$ cat config.mk
export PLATFORM = sky130hd
export DESIGN_NAME = pspx_slave_port
export DESIGN_NICKNAME = d
export VERILOG_FILES = /design/src/design/pspx_pkg.sv /design/src/design/pspx_slave_port.sv
export SDC_FILE = /design/constraint.sdc
export NUM_CORES = 1
export LEC_CHECK = 0
export ABC_CLOCK_PERIOD_IN_PS = 5400
export CAP_MARGIN = 5
export CORE_MARGIN = 5
export CORE_UTILIZATION = 60
export DETAILED_ROUTE_END_ITERATION = 8
export DONT_BUFFER_PORTS = 1
export PLACE_DENSITY = 0.76
export SETUP_SLACK_MARGIN = 0.05
export SLEW_MARGIN = 40
export SYNTH_ARGS = -nofsm -noshare
export SYNTH_HDL_FRONTEND = slang
export SYNTH_SLANG_ARGS = --single-unit
$ cat constraint.sdc
create_clock -name clk_sys -period 5.4 [get_ports clk_sys]
set_clock_uncertainty 0.05 [all_clocks]
set_input_delay 0.27 -clock clk_sys [delete_from_list [all_inputs] [get_ports clk_sys]]
set_output_delay 0.27 -clock clk_sys [all_outputs]
set_load 0.05 [all_outputs]
$ cat src/design/pspx_pkg.sv
package pspx_pkg;

   // ==========================================================
   // bus geometry
   localparam int ADDR_W = 10;
   localparam int DATA_W = 32;
   localparam int PORT_W = 8;
   localparam int CTRL_W = 3;

   // ==========================================================
   // register indices, byte address is four times the index
   localparam logic [7:0] IDX_DATA_PORT = 8'h08;
   localparam logic [7:0] IDX_CTRL_PORT = 8'h09;
   localparam logic [7:0] IDX_IRQ_FLAGS = 8'h0c;
   localparam logic [7:0] IDX_DATA_DIR  = 8'h88;
   localparam logic [7:0] IDX_CTRL_DIR  = 8'h89;
   localparam logic [7:0] IDX_IRQ_EN    = 8'h8c;
   localparam logic [7:0] IDX_ANALOG    = 8'h9f;

   // ==========================================================
   // field positions
   localparam int BIT_IBF       = 7;
   localparam int BIT_OBF       = 6;
   localparam int BIT_IN_BUFFER_OVERRUN      = 5;
   localparam int BIT_PSP_MODE  = 4;
   localparam int BIT_SLAVE_IRQ = 7;
   localparam int PIN_READ      = 0;
   localparam int PIN_WRITE     = 1;
   localparam int PIN_CS        = 2;

   // ==========================================================
   // reset values
   localparam logic [2:0] RST_CTRL_DIR  = 3'h7;
   localparam logic       RST_PSP_MODE  = 1'h0;
   localparam logic [7:0] RST_DATA_DIR  = 8'hff;
   localparam logic [7:0] RST_IRQ_FLAGS = 8'h00;
   localparam logic [7:0] RST_IRQ_EN    = 8'h00;
   localparam logic [2:0] RST_ANALOG    = 3'h0;
   localparam logic [7:0] RST_LATCH     = 8'h00;

   // ==========================================================
   // analog select code that makes the control pins digital
   localparam logic [2:0] ANALOG_DIGITAL_CODE = 3'h6;

   // ==========================================================
   // four-phase instruction clock, one phase per clk_sys cycle
   localparam logic [1:0] PH_SECOND = 2'h1;
   localparam logic [1:0] PH_FOURTH = 2'h3;

   typedef enum logic [1:0] {STG_IDLE, STG_WAIT_Q2, STG_WAIT_Q4} pspx_stage_t;

   typedef struct packed {
      logic [1:0]  phase;
      logic [2:0]  ctrlSync1;
      logic [2:0]  ctrlSync2;
      logic [7:0]  dataSync1;
      logic [7:0]  dataSync2;
      logic        writeActPrev;
      logic        readActPrev;
      logic [7:0]  liveData;
      logic [7:0]  inLatch;
      logic [7:0]  outLatch;
      logic [2:0]  ctrlLatch;
      logic [7:0]  dataDir;
      logic [2:0]  ctrlDir;
      logic        slave_port_select;
      logic        in_buffer_full;
      logic        out_buffer_full;
      logic        in_buffer_overrun;
      logic        ibovArm;
      logic [7:0]  irqFlags;
      logic [7:0]  irqEn;
      logic [2:0]  anaCfg;
      pspx_stage_t wrStage;
      pspx_stage_t rdStage;
      logic [31:0] prdata;
      logic        pready;
      logic        pslverr;
      logic [7:0]  dataOut;
      logic [7:0]  dataOe;
      logic [2:0]  ctrlOut;
      logic [2:0]  ctrlOe;
      logic        irq;
   } pspx_state_t;

endpackage

$ cat src/design/pspx_slave_port.sv
// Chosen here: the APB slave port.
`timescale 1ns/10ps
// What this block does
// RULE1: each control pin is input when its direction bit is 1, output when 0
// RULE2: a control pin set as analog input reads back as zero
// RULE3: direction bits drive control pins even while they are analog inputs
// RULE4: after reset the control pins are analog inputs
// RULE5: slave-port select 1 makes control pins read, write and chip-select strobes
// RULE6: software sets control pins as digital inputs before slave-port use
// RULE7: in slave-port use the data-pin direction register is ignored
// RULE8: two data latches at one address: firmware writes out, firmware reads in
// RULE9: host writes with select and write low; firmware then reads live pins
// RULE10: select or write rising captures the data pins into the input latch
// RULE11: after a host write, set input-full and irq flag on phase four after two
// RULE12: firmware read of the data port clears input-full
// RULE13: host write while input-full sets overrun and still overwrites the latch
// RULE14: overrun clears only by data read then explicit zero write
// RULE15: select and read low drives output latch to pins, clears output-full
// RULE16: firmware write during host read reaches pins, output-full stays clear
// RULE17: read end stops driving pins, irq flag set on phase four after two
// RULE18: output-full stays low until firmware writes the output latch
// RULE19: outside slave-port use both full flags held clear, overrun kept
// RULE20: irq flag cleared by firmware only; enable bit masks the interrupt
// RULE21: strobes pass a two-stage synchroniser before edge detection
module pspx_slave_port
(
   // clock and reset
   input  wire logic                         clk_sys,
   input  wire logic                         reset,
   // apb slave
   input  wire logic                         psel,
   input  wire logic                         penable,
   input  wire logic                         pwrite,
   input  wire logic [pspx_pkg::ADDR_W-1:0]  paddr,
   input  wire logic [pspx_pkg::DATA_W-1:0]  pwdata,
   output logic      [pspx_pkg::DATA_W-1:0]  prdata,
   output logic                              pready,
   output logic                              pslverr,
   // data port pins
   input  wire logic [pspx_pkg::PORT_W-1:0]  dataPinIn,
   output logic      [pspx_pkg::PORT_W-1:0]  dataPinOut,
   output logic      [pspx_pkg::PORT_W-1:0]  dataPinOe,
   // control pins: read, write, chip select
   input  wire logic [pspx_pkg::CTRL_W-1:0]  ctrlPinIn,
   output logic      [pspx_pkg::CTRL_W-1:0]  ctrlPinOut,
   output logic      [pspx_pkg::CTRL_W-1:0]  ctrlPinOe,
   // interrupt request
   output logic                              slavePortIrq
);
   import pspx_pkg::*;

   // ==========================================================
   // state
   pspx_state_t r;
   pspx_state_t n;

   logic       apbAccess;
   logic       apbDone;
   logic [7:0] regIdx;
   logic       regHit;
   logic       ctrlDigital;
   logic       writeAct;
   logic       readAct;
   logic       writeEnd;
   logic       readEnd;
   logic       dataRead;
   logic       dataWrite;
   logic [7:0] readByte;

   localparam pspx_state_t RESET_ST = '{
      phase:        2'h0,
      ctrlSync1:    3'h7,
      ctrlSync2:    3'h7,
      dataSync1:    RST_LATCH,
      dataSync2:    RST_LATCH,
      writeActPrev: 1'h0,
      readActPrev:  1'h0,
      liveData:     RST_LATCH,
      inLatch:      RST_LATCH,
      outLatch:     RST_LATCH,
      ctrlLatch:    3'h0,
      dataDir:      RST_DATA_DIR,
      ctrlDir:      RST_CTRL_DIR,
      slave_port_select:      RST_PSP_MODE,
      in_buffer_full:          1'h0,
      out_buffer_full:          1'h0,
      in_buffer_overrun:         1'h0,
      ibovArm:      1'h0,
      irqFlags:     RST_IRQ_FLAGS,
      irqEn:        RST_IRQ_EN,
      anaCfg:       RST_ANALOG,
      wrStage:      STG_IDLE,
      rdStage:      STG_IDLE,
      prdata:       32'h0000_0000,
      pready:       1'h0,
      pslverr:      1'h0,
      dataOut:      RST_LATCH,
      dataOe:       8'h00,
      ctrlOut:      3'h0,
      ctrlOe:       3'h0,
      irq:          1'h0
   };

   // ==========================================================
   // completion wait: next second phase, then the fourth phase
   function automatic pspx_stage_t stepStage(pspx_stage_t s, logic start, logic [1:0] ph);
      pspx_stage_t t;
      t = s;
      case (s)
         STG_IDLE:    t = start ? STG_WAIT_Q2 : STG_IDLE;
         STG_WAIT_Q2: t = (ph == PH_SECOND) ? STG_WAIT_Q4 : STG_WAIT_Q2;
         STG_WAIT_Q4:
         begin
            if (ph == PH_FOURTH)
            begin
               t = start ? STG_WAIT_Q2 : STG_IDLE;
            end
         end
         default:     t = STG_IDLE;
      endcase
      return t;
   endfunction

   // ==========================================================
   // decode and strobe detection
   assign apbAccess   = psel & penable & ~r.pready;
   assign apbDone     = psel & penable & r.pready;
   assign regIdx      = paddr[9:2];
   assign ctrlDigital = (r.anaCfg == ANALOG_DIGITAL_CODE);
   assign writeAct    = r.slave_port_select & ~r.ctrlSync2[PIN_CS] & ~r.ctrlSync2[PIN_WRITE]; // see RULE21
   assign readAct     = r.slave_port_select & ~r.ctrlSync2[PIN_CS] & ~r.ctrlSync2[PIN_READ];  // see RULE21
   assign writeEnd    = r.writeActPrev & ~writeAct; // see RULE10
   assign readEnd     = r.readActPrev & ~readAct;
   assign dataRead    = apbDone & ~pwrite & regHit & (regIdx == IDX_DATA_PORT);
   assign dataWrite   = apbDone & pwrite & regHit & (regIdx == IDX_DATA_PORT);

   always_comb
   begin
      regHit = (paddr[1:0] == 2'h0);
      case (regIdx)
         IDX_DATA_PORT, IDX_CTRL_PORT, IDX_IRQ_FLAGS, IDX_DATA_DIR,
         IDX_CTRL_DIR, IDX_IRQ_EN, IDX_ANALOG: regHit = regHit;
         default:                              regHit = 1'b0;
      endcase
   end

   // ==========================================================
   // read mux
   always_comb
   begin
      readByte = 8'h00;
      case (regIdx)
         IDX_DATA_PORT: readByte = (r.slave_port_select & ~writeAct) ? r.inLatch : r.dataSync2; // see RULE8 RULE9
         IDX_CTRL_PORT: readByte = {5'h00, ctrlDigital ? r.ctrlSync2 : 3'h0};         // see RULE2
         IDX_IRQ_FLAGS: readByte = r.irqFlags;
         IDX_DATA_DIR:  readByte = r.dataDir;
         IDX_CTRL_DIR:  readByte = {r.in_buffer_full, r.out_buffer_full, r.in_buffer_overrun, r.slave_port_select, 1'b0, r.ctrlDir};
         IDX_IRQ_EN:    readByte = r.irqEn;
         IDX_ANALOG:    readByte = {5'h00, r.anaCfg};
         default:       readByte = 8'h00;
      endcase
   end

   // ==========================================================
   // next state
   always_comb
   begin
      n = r;
      n.phase     = r.phase + 2'h1;
      n.ctrlSync1 = ctrlPinIn;
      n.ctrlSync2 = r.ctrlSync1; // see RULE21
      n.dataSync1 = dataPinIn;
      n.dataSync2 = r.dataSync1;
      n.writeActPrev = writeAct;
      n.readActPrev  = readAct;

      // apb answer, one wait cycle
      n.pready  = apbAccess;
      n.pslverr = apbAccess & ~regHit;
      if (apbAccess)
      begin
         n.prdata = pwrite ? 32'h0000_0000 : {24'h00_0000, readByte};
      end

      // firmware writes
      if (apbDone & pwrite & regHit)
      begin
         case (regIdx)
            IDX_DATA_PORT:
            begin
               n.outLatch = pwdata[7:0]; // see RULE8
               n.out_buffer_full      = ~readAct;    // see RULE16 RULE18
            end
            IDX_CTRL_PORT: n.ctrlLatch = pwdata[2:0];
            IDX_IRQ_FLAGS: n.irqFlags  = pwdata[7:0]; // see RULE20
            IDX_DATA_DIR:  n.dataDir   = pwdata[7:0];
            IDX_CTRL_DIR:
            begin
               n.ctrlDir = pwdata[2:0];           // see RULE1
               n.slave_port_select = pwdata[BIT_PSP_MODE];  // see RULE5
               if (!pwdata[BIT_IN_BUFFER_OVERRUN] && r.ibovArm)
               begin
                  n.in_buffer_overrun    = 1'b0; // see RULE14
                  n.ibovArm = 1'b0;
               end
            end
            IDX_IRQ_EN:    n.irqEn  = pwdata[7:0];
            IDX_ANALOG:    n.anaCfg = pwdata[2:0];
            default:       n.irqEn  = r.irqEn;
         endcase
      end

      // firmware read of the data port
      if (dataRead)
      begin
         n.in_buffer_full = 1'b0; // see RULE12
         if (r.in_buffer_overrun)
         begin
            n.ibovArm = 1'b1; // see RULE14
         end
      end

      // host write capture
      if (writeAct)
      begin
         n.liveData = r.dataSync2;
      end
      if (writeEnd)
      begin
         n.inLatch = r.liveData; // see RULE10 RULE13
         if (r.in_buffer_full || r.wrStage != STG_IDLE)
         begin
            n.in_buffer_overrun = 1'b1; // see RULE13
         end
      end

      // completion flags, set wins over firmware clear
      n.wrStage = stepStage(r.wrStage, writeEnd, r.phase);
      n.rdStage = stepStage(r.rdStage, readEnd, r.phase);
      if (r.wrStage == STG_WAIT_Q4 && r.phase == PH_FOURTH)
      begin
         n.in_buffer_full = 1'b1;                    // see RULE11
         n.irqFlags[BIT_SLAVE_IRQ] = 1'b1; // see RULE11
      end
      if (r.rdStage == STG_WAIT_Q4 && r.phase == PH_FOURTH)
      begin
         n.irqFlags[BIT_SLAVE_IRQ] = 1'b1; // see RULE17
      end

      if (readAct)
      begin
         n.out_buffer_full = 1'b0; // see RULE15
      end
      if (!r.slave_port_select)
      begin
         n.in_buffer_full = 1'b0; // see RULE19
         n.out_buffer_full = 1'b0; // see RULE19
      end

      // pins
      n.dataOut = n.outLatch;                                      // see RULE16
      n.dataOe  = r.slave_port_select ? {PORT_W{readAct}} : ~r.dataDir;      // see RULE7 RULE15 RULE17
      n.ctrlOut = r.ctrlLatch;
      n.ctrlOe  = ~r.ctrlDir;                                      // see RULE1 RULE3
      n.irq     = r.irqFlags[BIT_SLAVE_IRQ] & r.irqEn[BIT_SLAVE_IRQ]; // see RULE20
   end

   always_ff @(posedge clk_sys)
   begin
      if (reset)
      begin
         r <= RESET_ST; // see RULE4
      end
      else
      begin
         r <= n;
      end
   end

   // ==========================================================
   // outputs
   assign prdata       = r.prdata;
   assign pready       = r.pready;
   assign pslverr      = r.pslverr;
   assign dataPinOut   = r.dataOut;
   assign dataPinOe    = r.dataOe;
   assign ctrlPinOut   = r.ctrlOut;
   assign ctrlPinOe    = r.ctrlOe;
   assign slavePortIrq = r.irq;
endmodule

==> summary by stage <==
Status
The flow ran to the end, and the final reports show no timing, DRC or antenna violations.

Floorplan
The height of the die is 102 um. The total area inside the core boundary comes to 8260 um^2. Pin placement for this block handled 115 I/O pins. The number of core rows is 33. The area enclosed by the die boundary is 10500 um^2. Once the floorplan was initialized, standard cells occupied 61.9% of the core. The width of the chip is 102 um.

Layout
The filler cells instantiated in the layout total 631. The library cells used most frequently in the layout, excluding fill and tap cells, are 117 x sky130_fd_sc_hd__dfxtp_1, 49 x sky130_fd_sc_hd__nand2_1, 42 x sky130_fd_sc_hd__mux2i_1. The number of standard cells in the layout, taps in and fillers out is 665. The flip-flop and latch area is 2340 um^2. The multi-input combinational cells in the finished layout cover a total of 2310 um^2.

For this run, the post-layout net count is slightly above 600. The number of antenna diodes in the final layout is 0. Cells with a size suffix above 1 make up around 10% of the layout.

Relative to the synthesized area, the layout overhead comes to 12.1%. The most common cell after layout, fill and taps aside is sky130_fd_sc_hd__dfxtp_1.

Logic synthesis
After synthesis the netlist holds a flip-flop and latch count of 117. Summing every instance area after synthesis gives 5110 um^2. In the synthesized netlist, the number of instances is 561.

After synthesis, flip-flops and latches occupy about 46% of the total area. The average cell area after synthesis is 9.11 um^2. The number of enable flip-flop cells after synthesis is 0. The Yosys warning count is 0. The synthesized design spends more area on one cell type than any other, namely sky130_fd_sc_hd__dfxtp_1.

Ranked by total cell area, the synthesized netlist is headed by sky130_fd_sc_hd__dfxtp_1 46%, sky130_fd_sc_hd__mux2i_1 8.2%, sky130_fd_sc_hd__buf_4 8.1%, sky130_fd_sc_hd__nand2_1 3.6%, sky130_fd_sc_hd__a21oi_1 3.3%. The count of different cell masters after synthesis is 53. The most used flip-flop cell after synthesis is sky130_fd_sc_hd__dfxtp_1. The top cell type by area accounts for a little under half of the synthesized area. The async set-reset flop share out of synthesis is 0%.

STA
Setup repair after global routing left no endpoint under its margin. The count of final setup violators is 0. Static timing analysis puts the maximum clock frequency at 372 MHz.

The worst slew slack as a fraction of its limit is 48.5%. The number of pins exceeding their max-slew limit in the final report is 0. Adding up every negative setup slack in the final design gives 0 ns. The number of failing hold endpoints at the final stage came to 0. Across all hold checks on the routed design, the worst slack comes to 0.0339 ns. The post-route fraction of the period consumed by the critical path is between 40% and 50%.

For the finished layout, the period the worst path requires is 2.69 ns. At the pin with the least slew margin, the transition time is 0.767 ns.

Min path
The kind of path behind the tightest hold check is in2reg. The path with the worst hold slack has its endpoint at pslverr. The start point of the worst min-delay path is penable. The number of cells on the worst hold path is 2.

Clock network
After clock tree synthesis, the flow added hold-fix buffers numbering 29. The clock passes through at most 2 buffers. In this run the number of H-tree levels came out at 4.

The clock-pin transition on the worst setup and hold timing paths is approximately 0.060 ns. The clock insertion delay at the later pin of the skew report is 0.52 ns. TritonCTS built the clock tree.

Counting the buffers created by CTS gives 17. The clock drives 117 sinks. The cell sitting at the root of the clock tree is a sky130_fd_sc_hd__clkbuf_8. Gates resized during post-CTS repair numbered 0.

Post-CTS timing repair inserted 0 buffers for setup.

Drt
The detail route stage leaves a number of antenna-violating nets equal to 0. The first TritonRoute pass finished after 5 iterations. For this block, the initial DRC count from the detailed router was about 480. Summed over all layers, the routed wires come to 12700 um.

The number of remaining DRC errors is 0. The detailed-route via count is 4028. Dividing the detail-routed wire length by the instance count gives 19.0 um. Using the TritonRoute via totals, the vias-per-cell ratio works out to slightly above 6.

Place
After legalization and detailed placement, the total HPWL measured 8080 um. The routability congestion estimate from global placement is between 0.9 and 1. The number of cells after detailed placement is 604.

Buffers placed on the I/O ports in this run total 0.

Critical path
Setup slack on the worst reg-to-reg path comes out at about 2.7 ns. The data required time at the worst endpoint is 5.80 ns. The worst setup path is captured at a register. The worst-case reg-to-reg path depth is 5. The startpoint kind of the worst setup timing path is a register. The end of the worst register-to-register path is r[84]. The arrival time of data at the critical path endpoint is 3.09 ns. The setup path with the least slack is of type reg2reg. In this run the worst path has a maximum fanout of 9. The launch point of the worst reg-to-reg path is pready.

Pwr
The worst supply voltage drop on vdd is around 0.25 mV. The internal power is about 1.6 mW. The sequential fraction of design power is between 40% and 50%.

In this run the power spent charging and discharging nets is 0.468 mW. In this run, the combinational gates consume 5.3% of the power. The switching portion of total power is 22.2%. The cell area power density is between 300 and 400 nW/um^2. The clock network is responsible for 53.0% of the overall power. In this run the static leakage power is 2.09 nW.

Global route
In the global route stage, overall resource usage came out at 25.0%. The first global-routing pass estimated ~20000 um of wire. The number of antenna violations at the first check in global routing came to 0. Entering global routing, the biggest net connects approximately 90 pins. The total overflow left after global routing is 0.

The number of global-route vias before repair is 3760.

Job
Across the run, the number of max-cap violations was 0.
## layer usage
layer  vias to the layer above  GRT usage [%]  share of wire (%)
li1                       1890              -                  -
met1                      1877           33.0                 40
met2                       235           38.6                 47
met3                        26           7.51                 11
met4                         0           9.69                2.3
met5                         -              0                  0
## Yosys cell counts (all sizes together), types with 10 or more instances
library cell / count
inv: 10
a21oi: 34
o21ai: 28
buf: 62
nand2: 50
nand4: 18
nor2: 39
nor4: 16
nor2b: 21
dfxtp: 117
mux2i: 42
clkbuf: 23
## logic make-up (layout without fill, tap and decap cells)
logic type | count (synthesis) | in the layout | share of synthesized area, %
multiplexers | 45 | 45 | 8.89
other | 1 | 24 | 0.0734
adder cells (fa/ha/maj) | 2 | 2 | 0.490
AO/OA/AOI/OAI | 108 | 108 | 12.8
buffers and inverters | 96 | 72 | 11.3
flip-flops | 117 | 117 | 45.8
AND/OR/NAND/NOR | 192 | 192 | 20.6
## power groups by stage
| stage | registers [mW] | logic [mW] | clock network [mW] |
|---|---|---|---|
| floorplan | 0.897 | 0.0968 | 0 |
| global placement | 0.898 | 0.0744 | 0 |
| detailed placement | 0.899 | 0.0753 | 0 |
| CTS | 0.880 | 0.109 | 1.13 |
| global route | 0.881 | 0.118 | 1.18 |
| finish | 0.880 | 0.112 | 1.12 |
## final cells by class
type                            count  area share [%]
Multi-Input combinational cell    371            40.3
Clock inverter                     10            2.23
Inverter                           10           0.655
Timing Repair Buffer               30            5.50
Clock buffer                       22            8.08
Tap cell                          105            2.29
Sequential cell                   117            40.9
## state kept, by name (all words and copies together) (netlist names)
signal and cells:
r 70, n 14, dataPinOe 8, dataPinOut 8, prdata 8, ctrlPinOe 3
ctrlPinOut 3, pready 1, pslverr 1, slavePortIrq 1
## stage by stage
step                      util (%)  setup WS [ns]  total power [mW]  area (um^2)
after detailed placement      58.4           3.00             0.974         4820
final                         69.4           2.71              2.11         5730
after floorplan                  -           3.33             0.994         5200
after CTS                     69.3           2.74              2.12         5720
after global placement        58.1           3.05             0.972         4800
after global routing          69.4           2.54              2.18         5730
## how the worst max path moves through the flow
stage	from	to	slack, ns	cells after the start
final	pready	r[84]	2.71	5
after global routing	pready	r[84]	2.54	5
after CTS	pready	r[84]	2.74	5
after detailed placement	pready	r[79]	3.00	4
after global placement	pready	r[79]	3.05	4
after floorplan	pready	r[79]	3.33	4
## critical path, stage by stage, from the launching register on
cell and delay, ns:
sky130_fd_sc_hd__dfxtp_1 0.71, sky130_fd_sc_hd__nand4_1 0.40, sky130_fd_sc_hd__nor2_1 0.58, sky130_fd_sc_hd__nand4_1 0.14, sky130_fd_sc_hd__dlygate4sd3_1 0.59, sky130_fd_sc_hd__a21oi_1 0.14
Note: power is estimated with default switching activity, not from simulation.
